==> src/iwd_map.svh <==
// Register map, field positions, reset values and counts of the decoder
`ifndef IWD_MAP_SVH
`define IWD_MAP_SVH

`define IWD_SOCKETS 2
`define IWD_MEM_WINS 5
`define IWD_IO_WINS 2
`define IWD_TIM_SETS 2

// Index byte layout
`define IWD_IDX_BANK 7
`define IWD_IDX_SOCK 6

// Per-socket sub-index layout
`define IWD_SUB_MEM_BASE 6'h00
`define IWD_SUB_IO_BASE 6'h14
`define IWD_SUB_TIM_BASE 6'h1c
`define IWD_SUB_STATUS 6'h1e
`define IWD_FLD_CTL 2'h0
`define IWD_FLD_START 2'h1
`define IWD_FLD_END 2'h2
`define IWD_FLD_OFF 2'h3

// Memory window control bits
`define IWD_MC_EN 0
`define IWD_MC_WIDE 1
`define IWD_MC_TSEL 2
`define IWD_MC_ATTR 3
`define IWD_MC_WP 4

// I/O window control bits
`define IWD_IC_EN 0
`define IWD_IC_AUTO 1
`define IWD_IC_WIDE 2
`define IWD_IC_TSEL 3

// Timing fields: setup, command, recovery in clocks minus one
`define IWD_TIM_SETUP 4:0
`define IWD_TIM_CMD 9:5
`define IWD_TIM_RECOV 14:10
`define IWD_TIM_RST 15'h0461

// 4 Kbyte pages; lowest start page is 1000h
`define IWD_PAGE_LSB 12
`define IWD_MEM_MIN_PAGE 12'h001

`endif

==> src/iwd_pkg.sv <==
// Types shared by the window decoder files
`default_nettype none
`include "iwd_map.svh"
package iwd_pkg;

    typedef enum logic [3:0] {
        IWD_IDLE = 4'b0001,
        IWD_SETUP = 4'b0010,
        IWD_CMD = 4'b0100,
        IWD_RECOV = 4'b1000
    } iwd_state_t;

    typedef struct packed {
        logic pg_prev;
        logic strap;
        logic [`IWD_SOCKETS*`IWD_MEM_WINS-1:0][4:0] mctl;
        logic [`IWD_SOCKETS*`IWD_MEM_WINS-1:0][11:0] mstart;
        logic [`IWD_SOCKETS*`IWD_MEM_WINS-1:0][11:0] mend;
        logic [`IWD_SOCKETS*`IWD_MEM_WINS-1:0][11:0] moff;
        logic [`IWD_SOCKETS*`IWD_IO_WINS-1:0][3:0] ioctl;
        logic [`IWD_SOCKETS*`IWD_IO_WINS-1:0][15:0] iostart;
        logic [`IWD_SOCKETS*`IWD_IO_WINS-1:0][15:0] ioend;
        logic [`IWD_SOCKETS*`IWD_IO_WINS-1:0][15:0] iooff;
        logic [`IWD_SOCKETS*`IWD_TIM_SETS-1:0][14:0] tim;
        iwd_state_t state;
        logic [4:0] cnt;
        logic [23:0] caddr;
        logic cwr;
        logic cio;
        logic cattr;
        logic cwide;
        logic cauto;
        logic csock;
        logic [14:0] ctim;
        logic [15:0] rdata;
        logic done;
    } iwd_regs_t;

endpackage
`default_nettype wire

==> src/iwd_mem_win.sv <==
// One memory window: bound check and page offset
`default_nettype none
`include "iwd_map.svh"
module iwd_mem_win (
    input wire logic [4:0] ctl_in,
    input wire logic [11:0] start_in,
    input wire logic [11:0] end_in,
    input wire logic [11:0] off_in,
    input wire logic [11:0] page_in,
    output logic hit_out,
    output logic [11:0] card_page_out
);
    // Pages below 1000h never match
    assign hit_out = ctl_in[`IWD_MC_EN] && page_in >= start_in &&
        page_in <= end_in && page_in >= `IWD_MEM_MIN_PAGE;
    assign card_page_out = page_in + off_in;
endmodule
`default_nettype wire

==> src/iwd_io_win.sv <==
// One I/O window: byte-granular bound check and offset
`default_nettype none
`include "iwd_map.svh"
module iwd_io_win (
    input wire logic [3:0] ctl_in,
    input wire logic [15:0] start_in,
    input wire logic [15:0] end_in,
    input wire logic [15:0] off_in,
    input wire logic [15:0] addr_in,
    output logic hit_out,
    output logic [15:0] card_addr_out
);
    assign hit_out = ctl_in[`IWD_IC_EN] && addr_in >= start_in &&
        addr_in <= end_in;
    assign card_addr_out = addr_in + off_in;
endmodule
`default_nettype wire

==> src/iwd_top.sv <==
// ISA to card window decoder: strap, registers, windows, card cycles
//
// The implementer's own choices: the address-and-strobe port and the placing of the registers.
`default_nettype none
`include "iwd_map.svh"
module iwd_top #(
    parameter bit DUAL = 1'b1
) (
    input wire logic clk_in,
    input wire logic rst_in,
    input wire logic power_good_in,
    input wire logic socket_select_strap_in,
    input wire logic [7:0] reg_addr_in,
    input wire logic [15:0] reg_wdata_in,
    input wire logic reg_wr_in,
    input wire logic reg_rd_in,
    output logic [15:0] reg_rdata_out,
    input wire logic host_mem_req_in,
    input wire logic host_io_req_in,
    input wire logic host_wr_in,
    input wire logic [23:0] host_addr_in,
    output logic host_claim_out,
    output logic host_busy_out,
    output logic host_done_out,
    input wire logic card_iois16_n_in,
    output logic [1:0] card_socket_out,
    output logic [23:0] card_addr_out,
    output logic card_reg_n_out,
    output logic card_oe_n_out,
    output logic card_we_n_out,
    output logic card_iord_n_out,
    output logic card_iowr_n_out,
    output logic card_wide_out
);
    localparam int NM = `IWD_SOCKETS * `IWD_MEM_WINS;
    localparam int NI = `IWD_SOCKETS * `IWD_IO_WINS;
    localparam int NT = `IWD_SOCKETS * `IWD_TIM_SETS;

    iwd_pkg::iwd_regs_t r;
    iwd_pkg::iwd_regs_t next_r;

    function automatic logic [3:0] mem_slot(input logic s,
                                           input logic [2:0] w);
        mem_slot = s ? 4'(`IWD_MEM_WINS + 32'(w)) : {1'b0, w};
    endfunction

    function automatic logic [1:0] io_slot(input logic s, input logic w);
        io_slot = {s, w};
    endfunction

    // ------------------------------------------------------------
    // Window compare
    // ------------------------------------------------------------
    logic [NM-1:0] mem_hit;
    logic [NM-1:0][11:0] mem_page;
    logic [NI-1:0] io_hit;
    logic [NI-1:0][15:0] io_addr;

    genvar gi;
    generate
        for (gi = 0; gi < NM; gi++) begin : g_mem
            logic raw;
            iwd_mem_win u_win (
                .ctl_in(r.mctl[gi]),
                .start_in(r.mstart[gi]),
                .end_in(r.mend[gi]),
                .off_in(r.moff[gi]),
                .page_in(host_addr_in[23:`IWD_PAGE_LSB]),
                .hit_out(raw),
                .card_page_out(mem_page[gi])
            );
            assign mem_hit[gi] = raw && (DUAL || gi < `IWD_MEM_WINS);
        end
        for (gi = 0; gi < NI; gi++) begin : g_io
            logic raw;
            iwd_io_win u_win (
                .ctl_in(r.ioctl[gi]),
                .start_in(r.iostart[gi]),
                .end_in(r.ioend[gi]),
                .off_in(r.iooff[gi]),
                .addr_in(host_addr_in[15:0]),
                .hit_out(raw),
                .card_addr_out(io_addr[gi])
            );
            assign io_hit[gi] = raw && (DUAL || gi < `IWD_IO_WINS);
        end
    endgenerate

    // ------------------------------------------------------------
    // Hit selection, lowest slot wins
    // ------------------------------------------------------------
    logic hit;
    logic hit_wp;
    logic hit_attr;
    logic hit_wide;
    logic hit_auto;
    logic hit_tsel;
    logic hit_sock;
    logic [23:0] hit_caddr;

    always_comb begin
        hit = 1'b0;
        hit_wp = 1'b0;
        hit_attr = 1'b0;
        hit_wide = 1'b0;
        hit_auto = 1'b0;
        hit_tsel = 1'b0;
        hit_sock = 1'b0;
        hit_caddr = 24'h000000;
        if (host_mem_req_in) begin
            for (int i = NM - 1; i >= 0; i--) begin
                if (mem_hit[i]) begin
                    hit = 1'b1;
                    hit_wp = r.mctl[i][`IWD_MC_WP];
                    hit_attr = r.mctl[i][`IWD_MC_ATTR];
                    hit_wide = r.mctl[i][`IWD_MC_WIDE];
                    hit_tsel = r.mctl[i][`IWD_MC_TSEL];
                    hit_sock = i >= `IWD_MEM_WINS;
                    hit_caddr = {mem_page[i],
                        host_addr_in[`IWD_PAGE_LSB-1:0]};
                end
            end
        end else if (host_io_req_in) begin
            for (int i = NI - 1; i >= 0; i--) begin
                if (io_hit[i]) begin
                    hit = 1'b1;
                    hit_wide = r.ioctl[i][`IWD_IC_WIDE];
                    // Fixed 16-bit overrides auto sizing
                    hit_auto = r.ioctl[i][`IWD_IC_AUTO] &&
                        !r.ioctl[i][`IWD_IC_WIDE];
                    hit_tsel = r.ioctl[i][`IWD_IC_TSEL];
                    hit_sock = i >= `IWD_IO_WINS;
                    hit_caddr = {8'h00, io_addr[i]};
                end
            end
        end
    end

    // ------------------------------------------------------------
    // Register index decode
    // ------------------------------------------------------------
    logic idx_ours;
    logic idx_sock;
    logic [5:0] sub;
    logic [2:0] mw;
    logic iw;
    logic [1:0] fld;

    // Strap high claims bank 0, low claims bank 1
    assign idx_ours = (reg_addr_in[`IWD_IDX_BANK] == !r.strap) &&
        (DUAL || !reg_addr_in[`IWD_IDX_SOCK]);
    assign idx_sock = reg_addr_in[`IWD_IDX_SOCK];
    assign sub = reg_addr_in[5:0];
    assign mw = 3'(sub[4:2]);
    assign iw = 1'(3'(sub - `IWD_SUB_IO_BASE) >> 2);
    assign fld = sub[1:0];

    logic [15:0] rd_val;
    always_comb begin
        logic [3:0] m;
        logic [1:0] o;
        logic [1:0] t;
        m = mem_slot(idx_sock, mw);
        o = io_slot(idx_sock, iw);
        t = {idx_sock, sub[0]};
        rd_val = 16'h0000;
        if (!idx_ours) begin
            rd_val = 16'h0000;
        end else if (sub < `IWD_SUB_IO_BASE) begin
            if (fld == `IWD_FLD_CTL) rd_val = {11'h000, r.mctl[m]};
            else if (fld == `IWD_FLD_START) rd_val = {4'h0, r.mstart[m]};
            else if (fld == `IWD_FLD_END) rd_val = {4'h0, r.mend[m]};
            else rd_val = {4'h0, r.moff[m]};
        end else if (sub < `IWD_SUB_TIM_BASE) begin
            if (fld == `IWD_FLD_CTL) rd_val = {12'h000, r.ioctl[o]};
            else if (fld == `IWD_FLD_START) rd_val = r.iostart[o];
            else if (fld == `IWD_FLD_END) rd_val = r.ioend[o];
            else rd_val = r.iooff[o];
        end else if (sub < `IWD_SUB_STATUS) begin
            rd_val = {1'b0, r.tim[t]};
        end else if (sub == `IWD_SUB_STATUS) begin
            rd_val = {10'h000, r.strap, r.csock, r.state};
        end
    end

    // ------------------------------------------------------------
    // Next state
    // ------------------------------------------------------------
    logic take;
    logic drop;
    assign take = r.state == iwd_pkg::IWD_IDLE &&
        (host_mem_req_in || host_io_req_in) && hit;
    // Protected memory write: claimed, completed, no card cycle
    assign drop = take && host_mem_req_in && host_wr_in && hit_wp;

    always_comb begin
        logic [3:0] m;
        logic [1:0] o;
        logic [1:0] t;
        m = mem_slot(idx_sock, mw);
        o = io_slot(idx_sock, iw);
        t = {idx_sock, sub[0]};
        next_r = r;
        next_r.done = 1'b0;
        next_r.pg_prev = power_good_in;
        if (power_good_in && !r.pg_prev) begin
            next_r.strap = socket_select_strap_in;
        end
        next_r.rdata = reg_rd_in ? rd_val : 16'h0000;
        if (reg_wr_in && idx_ours) begin
            if (sub < `IWD_SUB_IO_BASE) begin
                if (fld == `IWD_FLD_CTL) next_r.mctl[m] = reg_wdata_in[4:0];
                else if (fld == `IWD_FLD_START)
                    next_r.mstart[m] = reg_wdata_in[11:0];
                else if (fld == `IWD_FLD_END)
                    next_r.mend[m] = reg_wdata_in[11:0];
                else next_r.moff[m] = reg_wdata_in[11:0];
            end else if (sub < `IWD_SUB_TIM_BASE) begin
                if (fld == `IWD_FLD_CTL) next_r.ioctl[o] = reg_wdata_in[3:0];
                else if (fld == `IWD_FLD_START)
                    next_r.iostart[o] = reg_wdata_in;
                else if (fld == `IWD_FLD_END) next_r.ioend[o] = reg_wdata_in;
                else next_r.iooff[o] = reg_wdata_in;
            end else if (sub < `IWD_SUB_STATUS) begin
                next_r.tim[t] = reg_wdata_in[14:0];
            end
        end
        case (r.state)
            iwd_pkg::IWD_IDLE: begin
                if (drop) begin
                    next_r.done = 1'b1;
                end else if (take) begin
                    next_r.state = iwd_pkg::IWD_SETUP;
                    next_r.caddr = hit_caddr;
                    next_r.cwr = host_wr_in;
                    next_r.cio = host_io_req_in && !host_mem_req_in;
                    next_r.cattr = hit_attr;
                    next_r.cwide = hit_wide;
                    next_r.cauto = hit_auto;
                    next_r.csock = hit_sock;
                    next_r.ctim = r.tim[{hit_sock, hit_tsel}];
                    next_r.cnt = r.tim[{hit_sock, hit_tsel}][`IWD_TIM_SETUP];
                end
            end
            iwd_pkg::IWD_SETUP: begin
                if (r.cnt == 5'h00) begin
                    next_r.state = iwd_pkg::IWD_CMD;
                    next_r.cnt = r.ctim[`IWD_TIM_CMD];
                    if (r.cauto) begin
                        next_r.cwide = !card_iois16_n_in;
                    end
                end else begin
                    next_r.cnt = r.cnt - 5'h01;
                end
            end
            iwd_pkg::IWD_CMD: begin
                if (r.cnt == 5'h00) begin
                    next_r.state = iwd_pkg::IWD_RECOV;
                    next_r.cnt = r.ctim[`IWD_TIM_RECOV];
                    next_r.done = 1'b1;
                end else begin
                    next_r.cnt = r.cnt - 5'h01;
                end
            end
            iwd_pkg::IWD_RECOV: begin
                if (r.cnt == 5'h00) next_r.state = iwd_pkg::IWD_IDLE;
                else next_r.cnt = r.cnt - 5'h01;
            end
            default: next_r.state = iwd_pkg::IWD_IDLE;
        endcase
    end

    always_ff @(posedge clk_in) begin
        if (rst_in) begin
            r <= '0;
            r.strap <= 1'b1;
            r.state <= iwd_pkg::IWD_IDLE;
            r.tim <= {NT{`IWD_TIM_RST}};
        end else begin
            r <= next_r;
        end
    end

    // ------------------------------------------------------------
    // Outputs
    // ------------------------------------------------------------
    logic in_cmd;
    assign in_cmd = r.state == iwd_pkg::IWD_CMD;
    assign host_claim_out = take;
    assign host_busy_out = r.state != iwd_pkg::IWD_IDLE;
    assign host_done_out = r.done;
    assign reg_rdata_out = r.rdata;
    assign card_socket_out = {!r.strap, r.csock};
    assign card_addr_out = r.caddr;
    assign card_reg_n_out =
        !(host_busy_out && (r.cio || r.cattr));
    assign card_oe_n_out = !(in_cmd && !r.cio && !r.cwr);
    assign card_we_n_out = !(in_cmd && !r.cio && r.cwr);
    assign card_iord_n_out = !(in_cmd && r.cio && !r.cwr);
    assign card_iowr_n_out = !(in_cmd && r.cio && r.cwr);
    assign card_wide_out = r.cwide;

    // ------------------------------------------------------------
    // Assertions
    // ------------------------------------------------------------
    logic [4:0] phase_len;
    always_ff @(posedge clk_in) begin
        if (rst_in || r.state != next_r.state) phase_len <= 5'h00;
        else phase_len <= phase_len + 5'h01;
    end

    property p_strap_hold;
        @(posedge clk_in) disable iff (rst_in)
        !(power_good_in && !r.pg_prev) |=> $stable(r.strap);
    endproperty
    a_strap_hold: assert property (p_strap_hold)
        else $error("strap changed without power-good edge");

    property p_strap_take;
        @(posedge clk_in) disable iff (rst_in)
        $rose(power_good_in) |-> ##1 r.strap == $past(socket_select_strap_in);
    endproperty
    a_strap_take: assert property (p_strap_take)
        else $error("strap not sampled at power-good edge");

    property p_bank_hi;
        @(posedge clk_in) disable iff (rst_in)
        reg_rd_in && r.strap && reg_addr_in[`IWD_IDX_BANK]
            |=> reg_rdata_out == 16'h0000;
    endproperty
    a_bank_hi: assert property (p_bank_hi)
        else $error("upper bank answered with strap high");

    property p_bank_lo;
        @(posedge clk_in) disable iff (rst_in)
        reg_rd_in && !r.strap && !reg_addr_in[`IWD_IDX_BANK]
            |=> reg_rdata_out == 16'h0000;
    endproperty
    a_bank_lo: assert property (p_bank_lo)
        else $error("lower bank answered with strap low");

    property p_wp_drop;
        @(posedge clk_in) disable iff (rst_in)
        drop |=> host_done_out && !host_busy_out ##1 !host_busy_out;
    endproperty
    a_wp_drop: assert property (p_wp_drop)
        else $error("protected write started a card cycle");

    property p_io_miss;
        @(posedge clk_in) disable iff (rst_in)
        host_io_req_in && !host_mem_req_in && io_hit == '0 && !host_busy_out
            |-> !host_claim_out ##1 !host_busy_out;
    endproperty
    a_io_miss: assert property (p_io_miss)
        else $error("I/O miss was claimed");

    property p_setup_len;
        @(posedge clk_in) disable iff (rst_in)
        r.state == iwd_pkg::IWD_SETUP && next_r.state == iwd_pkg::IWD_CMD
            |-> phase_len == r.ctim[`IWD_TIM_SETUP];
    endproperty
    a_setup_len: assert property (p_setup_len)
        else $error("setup length differs from timing set");

    property p_attr;
        @(posedge clk_in) disable iff (rst_in)
        in_cmd && !r.cio |-> card_reg_n_out == !r.cattr;
    endproperty
    a_attr: assert property (p_attr)
        else $error("register line disagrees with attribute bit");

    property p_auto;
        @(posedge clk_in) disable iff (rst_in)
        $rose(in_cmd) && r.cauto |-> card_wide_out == !$past(card_iois16_n_in);
    endproperty
    a_auto: assert property (p_auto)
        else $error("auto size ignored card width signal");

    property p_offset;
        @(posedge clk_in) disable iff (rst_in)
        take && !drop |=> card_addr_out == $past(hit_caddr) && host_busy_out;
    endproperty
    a_offset: assert property (p_offset)
        else $error("card address not offset host address");

    c_mem_cycle: cover property (@(posedge clk_in) take && host_mem_req_in);
    c_io_cycle: cover property (@(posedge clk_in) take && host_io_req_in);
    c_wp_drop: cover property (@(posedge clk_in) drop);
endmodule
`default_nettype wire

==> config.mk <==
export PLATFORM = sky130hd
export DESIGN_NAME = iwd_top
export DESIGN_NICKNAME = d
export VERILOG_FILES = /design/src/iwd_pkg.sv /design/src/iwd_mem_win.sv /design/src/iwd_io_win.sv /design/src/iwd_top.sv
export VERILOG_INCLUDE_DIRS = /design/src
export SDC_FILE = /design/constraint.sdc
export NUM_CORES = 2
export LEC_CHECK = 0
export ABC_CLOCK_PERIOD_IN_PS = 5600
export BUFFER_PORTS_ARGS = -buffer_cell sky130_fd_sc_hd__clkbuf_2
export CAP_MARGIN = 20
export CORE_AREA = 4 4 326 328
export DETAILED_ROUTE_END_ITERATION = 7
export DIE_AREA = 0 0 330 332
export GPL_TIMING_DRIVEN = 0
export PLACE_DENSITY = 0.62
export SLEW_MARGIN = 25
export SYNTH_ARGS = -nofsm -noshare
export SYNTH_HDL_FRONTEND = slang
export SYNTH_SLANG_ARGS = --single-unit
==> constraint.sdc <==
create_clock -name clk_in -period 5.6 [get_ports clk_in]
set_input_delay 0 -clock clk_in [delete_from_list [all_inputs] [get_ports clk_in]]
set_output_delay 0 -clock clk_in [all_outputs]
set_load 0.03 [all_outputs]
==> impl_metrics.py <==
metrics = {
    "grt": {
        "grtUsageMet3_pct": 8.67,
        "use_met1_pct": 52.0,
        "antenna_found_initial": 15,
        "grt_pass1_vias": 47900,
        "grt_max_degree": 46,
        "grtUsageTotal_pct": 41.3,
        "met2_usage_pct": 62.7,
        "grt_pass1_wl_mm": 332,
        "grt_overflow_total": 0,
        "top_usage_layer": "met2",
    },
    "die": {
        "die_area_um2": 110000,
        "initial_core_util_pct": 49.7,
        "ioPinCount": 109,
        "rows": 118,
        "die_w_um": 330,
        "core_um2": 103000,
        "die_height_um": 332,
    },
    "critical_path": {
        "cp_data_arrival_time_ps": 6030,
        "critical_path_class": "in2reg",
        "cp-start-kind": "input port",
        "end_kind": "flip-flop",
        "worst-path-max-fanout": 24,
        "cpMaxStageDelayCell": "a221oi_1",
        "rrSetupSlack_ps": 370,
        "cp_data_required_time_ps": 6140,
        "max_stage_delay_ps": 690,
        "cp_cell_sequence": "clkbuf_4, inv_2, ha_1, nand2b_1, a31oi_1, o21ai_0, a31oi_1, nor3_1, clkbuf_1, clkbuf_1, a21oi_1, a21oi_1, o22ai_1, a221oi_1, a311oi_1",
    },
    "clocking": {
        "ctsLongestPathBuffers": 3,
        "ctsHtreeMaxLevel": 3,
        "numClockSinks": 746,
        "root_buffer": "clkbuf_16",
        "cts_setup_buffers": 0,
        "cts-buffers-inserted": 88,
        "clk_latency_ps": 720,
        "cts.clk_slew.worst_paths_ps": 60,
        "cts_tree": "built",
    },
    "layout": {
        "area_delta_synth_final_pct": 11.1,
        "final_cell_mix": "1508 x nand2_1, 873 x a21oi_1, 746 x dfxtp_1, 549 x ha_1, 434 x inv_1",
        "final_cell_area_um2": 57000,
        "utilization_pct": 55.2,
        "final_common_cell": "nand2_1",
        "nNetsFinal": 7392,
        "drive_gt1_share_pct": 8.27,
    },
    "sta": {
        "slew_headroom_pct": 22.7,
        "timing.final.max_slew_violations": 0,
        "worst_slew_pin_slew_ps": 1160,
        "finClkSkew_ps": 38.1,
        "final-setup-viol-count": 0,
        "post-route-min-period_ps": 5490,
        "tns_ps": 0,
        "finalHoldViolations": 0,
        "rsz0062_at_grt": "false",
        "layout_setup_ws_ps": 111,
        "fin_crit_sh_pct": 98.0,
        "fmax_mhz": 182,
    },
    "synth": {
        "yosysSeqAreaShare_pct": 29.1,
        "synth_cell_types": 97,
        "avgSynthCellArea_um2": 7.82,
        "synth_nets": 7181,
        "synth-edff-count": 0,
        "ys.flop_type": "dfxtp_1",
        "ys_seq_elements": 746,
        "syn_area_um2": 51300,
        "ys_async_sr_fraction_pct": 0,
        "ys_warn_count": 0,
        "netlist_instances": 6560,
    },
    "place": {
        "portBuffers": 92,
        "detailedPlace.worstSlack_ps": -265,
        "place.gp.congestion": 1.08,
        "placed_cell_area_um2": 53700,
        "dpl.hpwl_mm": 177,
    },
    "pwr": {
        "leakagePower_nw": 20.3,
        "ir_drop_mv": 0.230,
        "finalPower_mw": 13.1,
        "cellPowerDensity_nw_per_um2": 230,
    },
    "routing": {
        "wl_per_cell_um": 28.4,
        "drtAntennaViolNets": 0,
        "via_per_inst": 6.33,
        "vias": 52100,
        "drtIter0Drc": 6881,
        "drt_first_pass_iters": 8,
        "drc": 0,
        "routed_wl_mm": 234,
    },
    "min_path": {
        "hold_class": "in2reg",
    },
    "flow_run": {
        "cap_viol_max_count": 0,
    },
    "status": {
        "status": "finished clean",
    },
}
==> critical path: cells and delay by family <==
family	cells	cell delay [ps]
adders and majority gates	1	440
and+or+nand+nor	2	560
AOI/OAI and AO/OA	8	2620
buffers and inverters	4	2350
==> worst paths after layout <==
check                   start           endpoint  depth (start not counted)
min             power_good_in             r[750]                          3
max          host_addr_in[12]  card_addr_out[14]                         15
max reg2reg            r[665]  card_addr_out[14]                         14
min reg2reg            r[572]             r[572]                          2
==> layout make-up <==
type                    count  area (µm²)
diodes                      4        10.0
plain buffers             451        1950
clock buffers             124        2570
clock inverters            38         422
fillers                  9970       46200
inverters                 437        1640
multi-input cells        4926       32900
flip-flops and latches    746       14900
well taps                1380        1730
repair buffers            121         846
==> flip-flops by register name (all words and copies together) (netlist names) <==
register         count
host_done_out        1
card_wide_out        1
reg_rdata_out       16
card_socket_out      1
r                  703
card_addr_out       24
==> per-layer routing <==
| metal | share of wire (%) | vias up |
|---|---|---|
| met5 | 0.033 | - |
| met4 | 8.9 | 10 |
| met3 | 11 | 805 |
| met2 | 43 | 3163 |
| met1 | 38 | 24700 |
| li1 | - | 23400 |
==> through the flow <==
stage / std cells / hold slack (ps)
final: 8227 / 82.9
after global routing: 8224 / 98.6
after CTS: 8223 / 62.5
after detailed placement: 8041 / 216
after global placement: 8032 / 210
after floorplan: 6560 / 118
==> synth_stat cells, types with 13 or more instances <==
cell,n,area (µm²)
a211oi_1,57,428
a21o_1,89,668
a21oi_1,874,4370
a221o_1,13,130
a221oi_1,32,280
a222oi_1,17,170
a22oi_1,35,263
a2bb2oi_1,14,123
a31oi_1,40,250
and2_1,16,100
and3_1,24,150
buf_1,36,135
buf_2,24,120
buf_4,44,330
clkbuf_1,342,1280
dfxtp_1,746,14900
fa_1,14,280
ha_1,549,6870
inv_1,435,1630
mux2i_1,92,921
mux4_2,149,3360
nand2_1,1508,5660
nand2b_1,31,194
nand3_1,165,826
nand4_1,52,325
nor2_1,257,965
nor2b_1,40,250
nor3_1,81,405
nor4_1,18,113
o211ai_1,52,390
o21a_1,22,165
o21ai_0,218,1090
o21bai_1,18,135
o22ai_1,22,138
or3_1,26,163
xnor2_1,95,832
xor2_1,62,543
==> kinds of logic (layout without fill, tap and decap cells) <==
logic type                 after synthesis  in the layout  synth area share, %
AOI/OAI and AO/OA                     1671           1671                 19.9
xor gates and xnor gates               157            157                 2.68
adders and majority gates              563            563                 13.9
buffers and inverters                  888           1171                 6.94
DFF                                    746            746                 29.1
muxes                                  248            248                 8.49
other                                    0              4                    0
and+or+nand+nor                       2287           2287                 19.0
==> power breakdown <==
| part | leakage [nW] | switching [mW] | total, mW | internal [mW] |
|---|---|---|---|---|
| clock network | 1.46 | 2.62 | 6.11 | 3.49 |
| logic | 12.9 | 1.19 | 1.64 | 0.448 |
| registers | 6.01 | 0.0129 | 5.33 | 5.32 |
==> what timing repair did <==
action | 4_1_cts | 5_1_grt
endpoints found under the setup margin | 0 | 0
gates resized for setup | 0 | 0
hold endpoints to repair | 69 | 0
hold buffers | 20 | 0
Note: power is estimated with default switching activity, not from simulation.
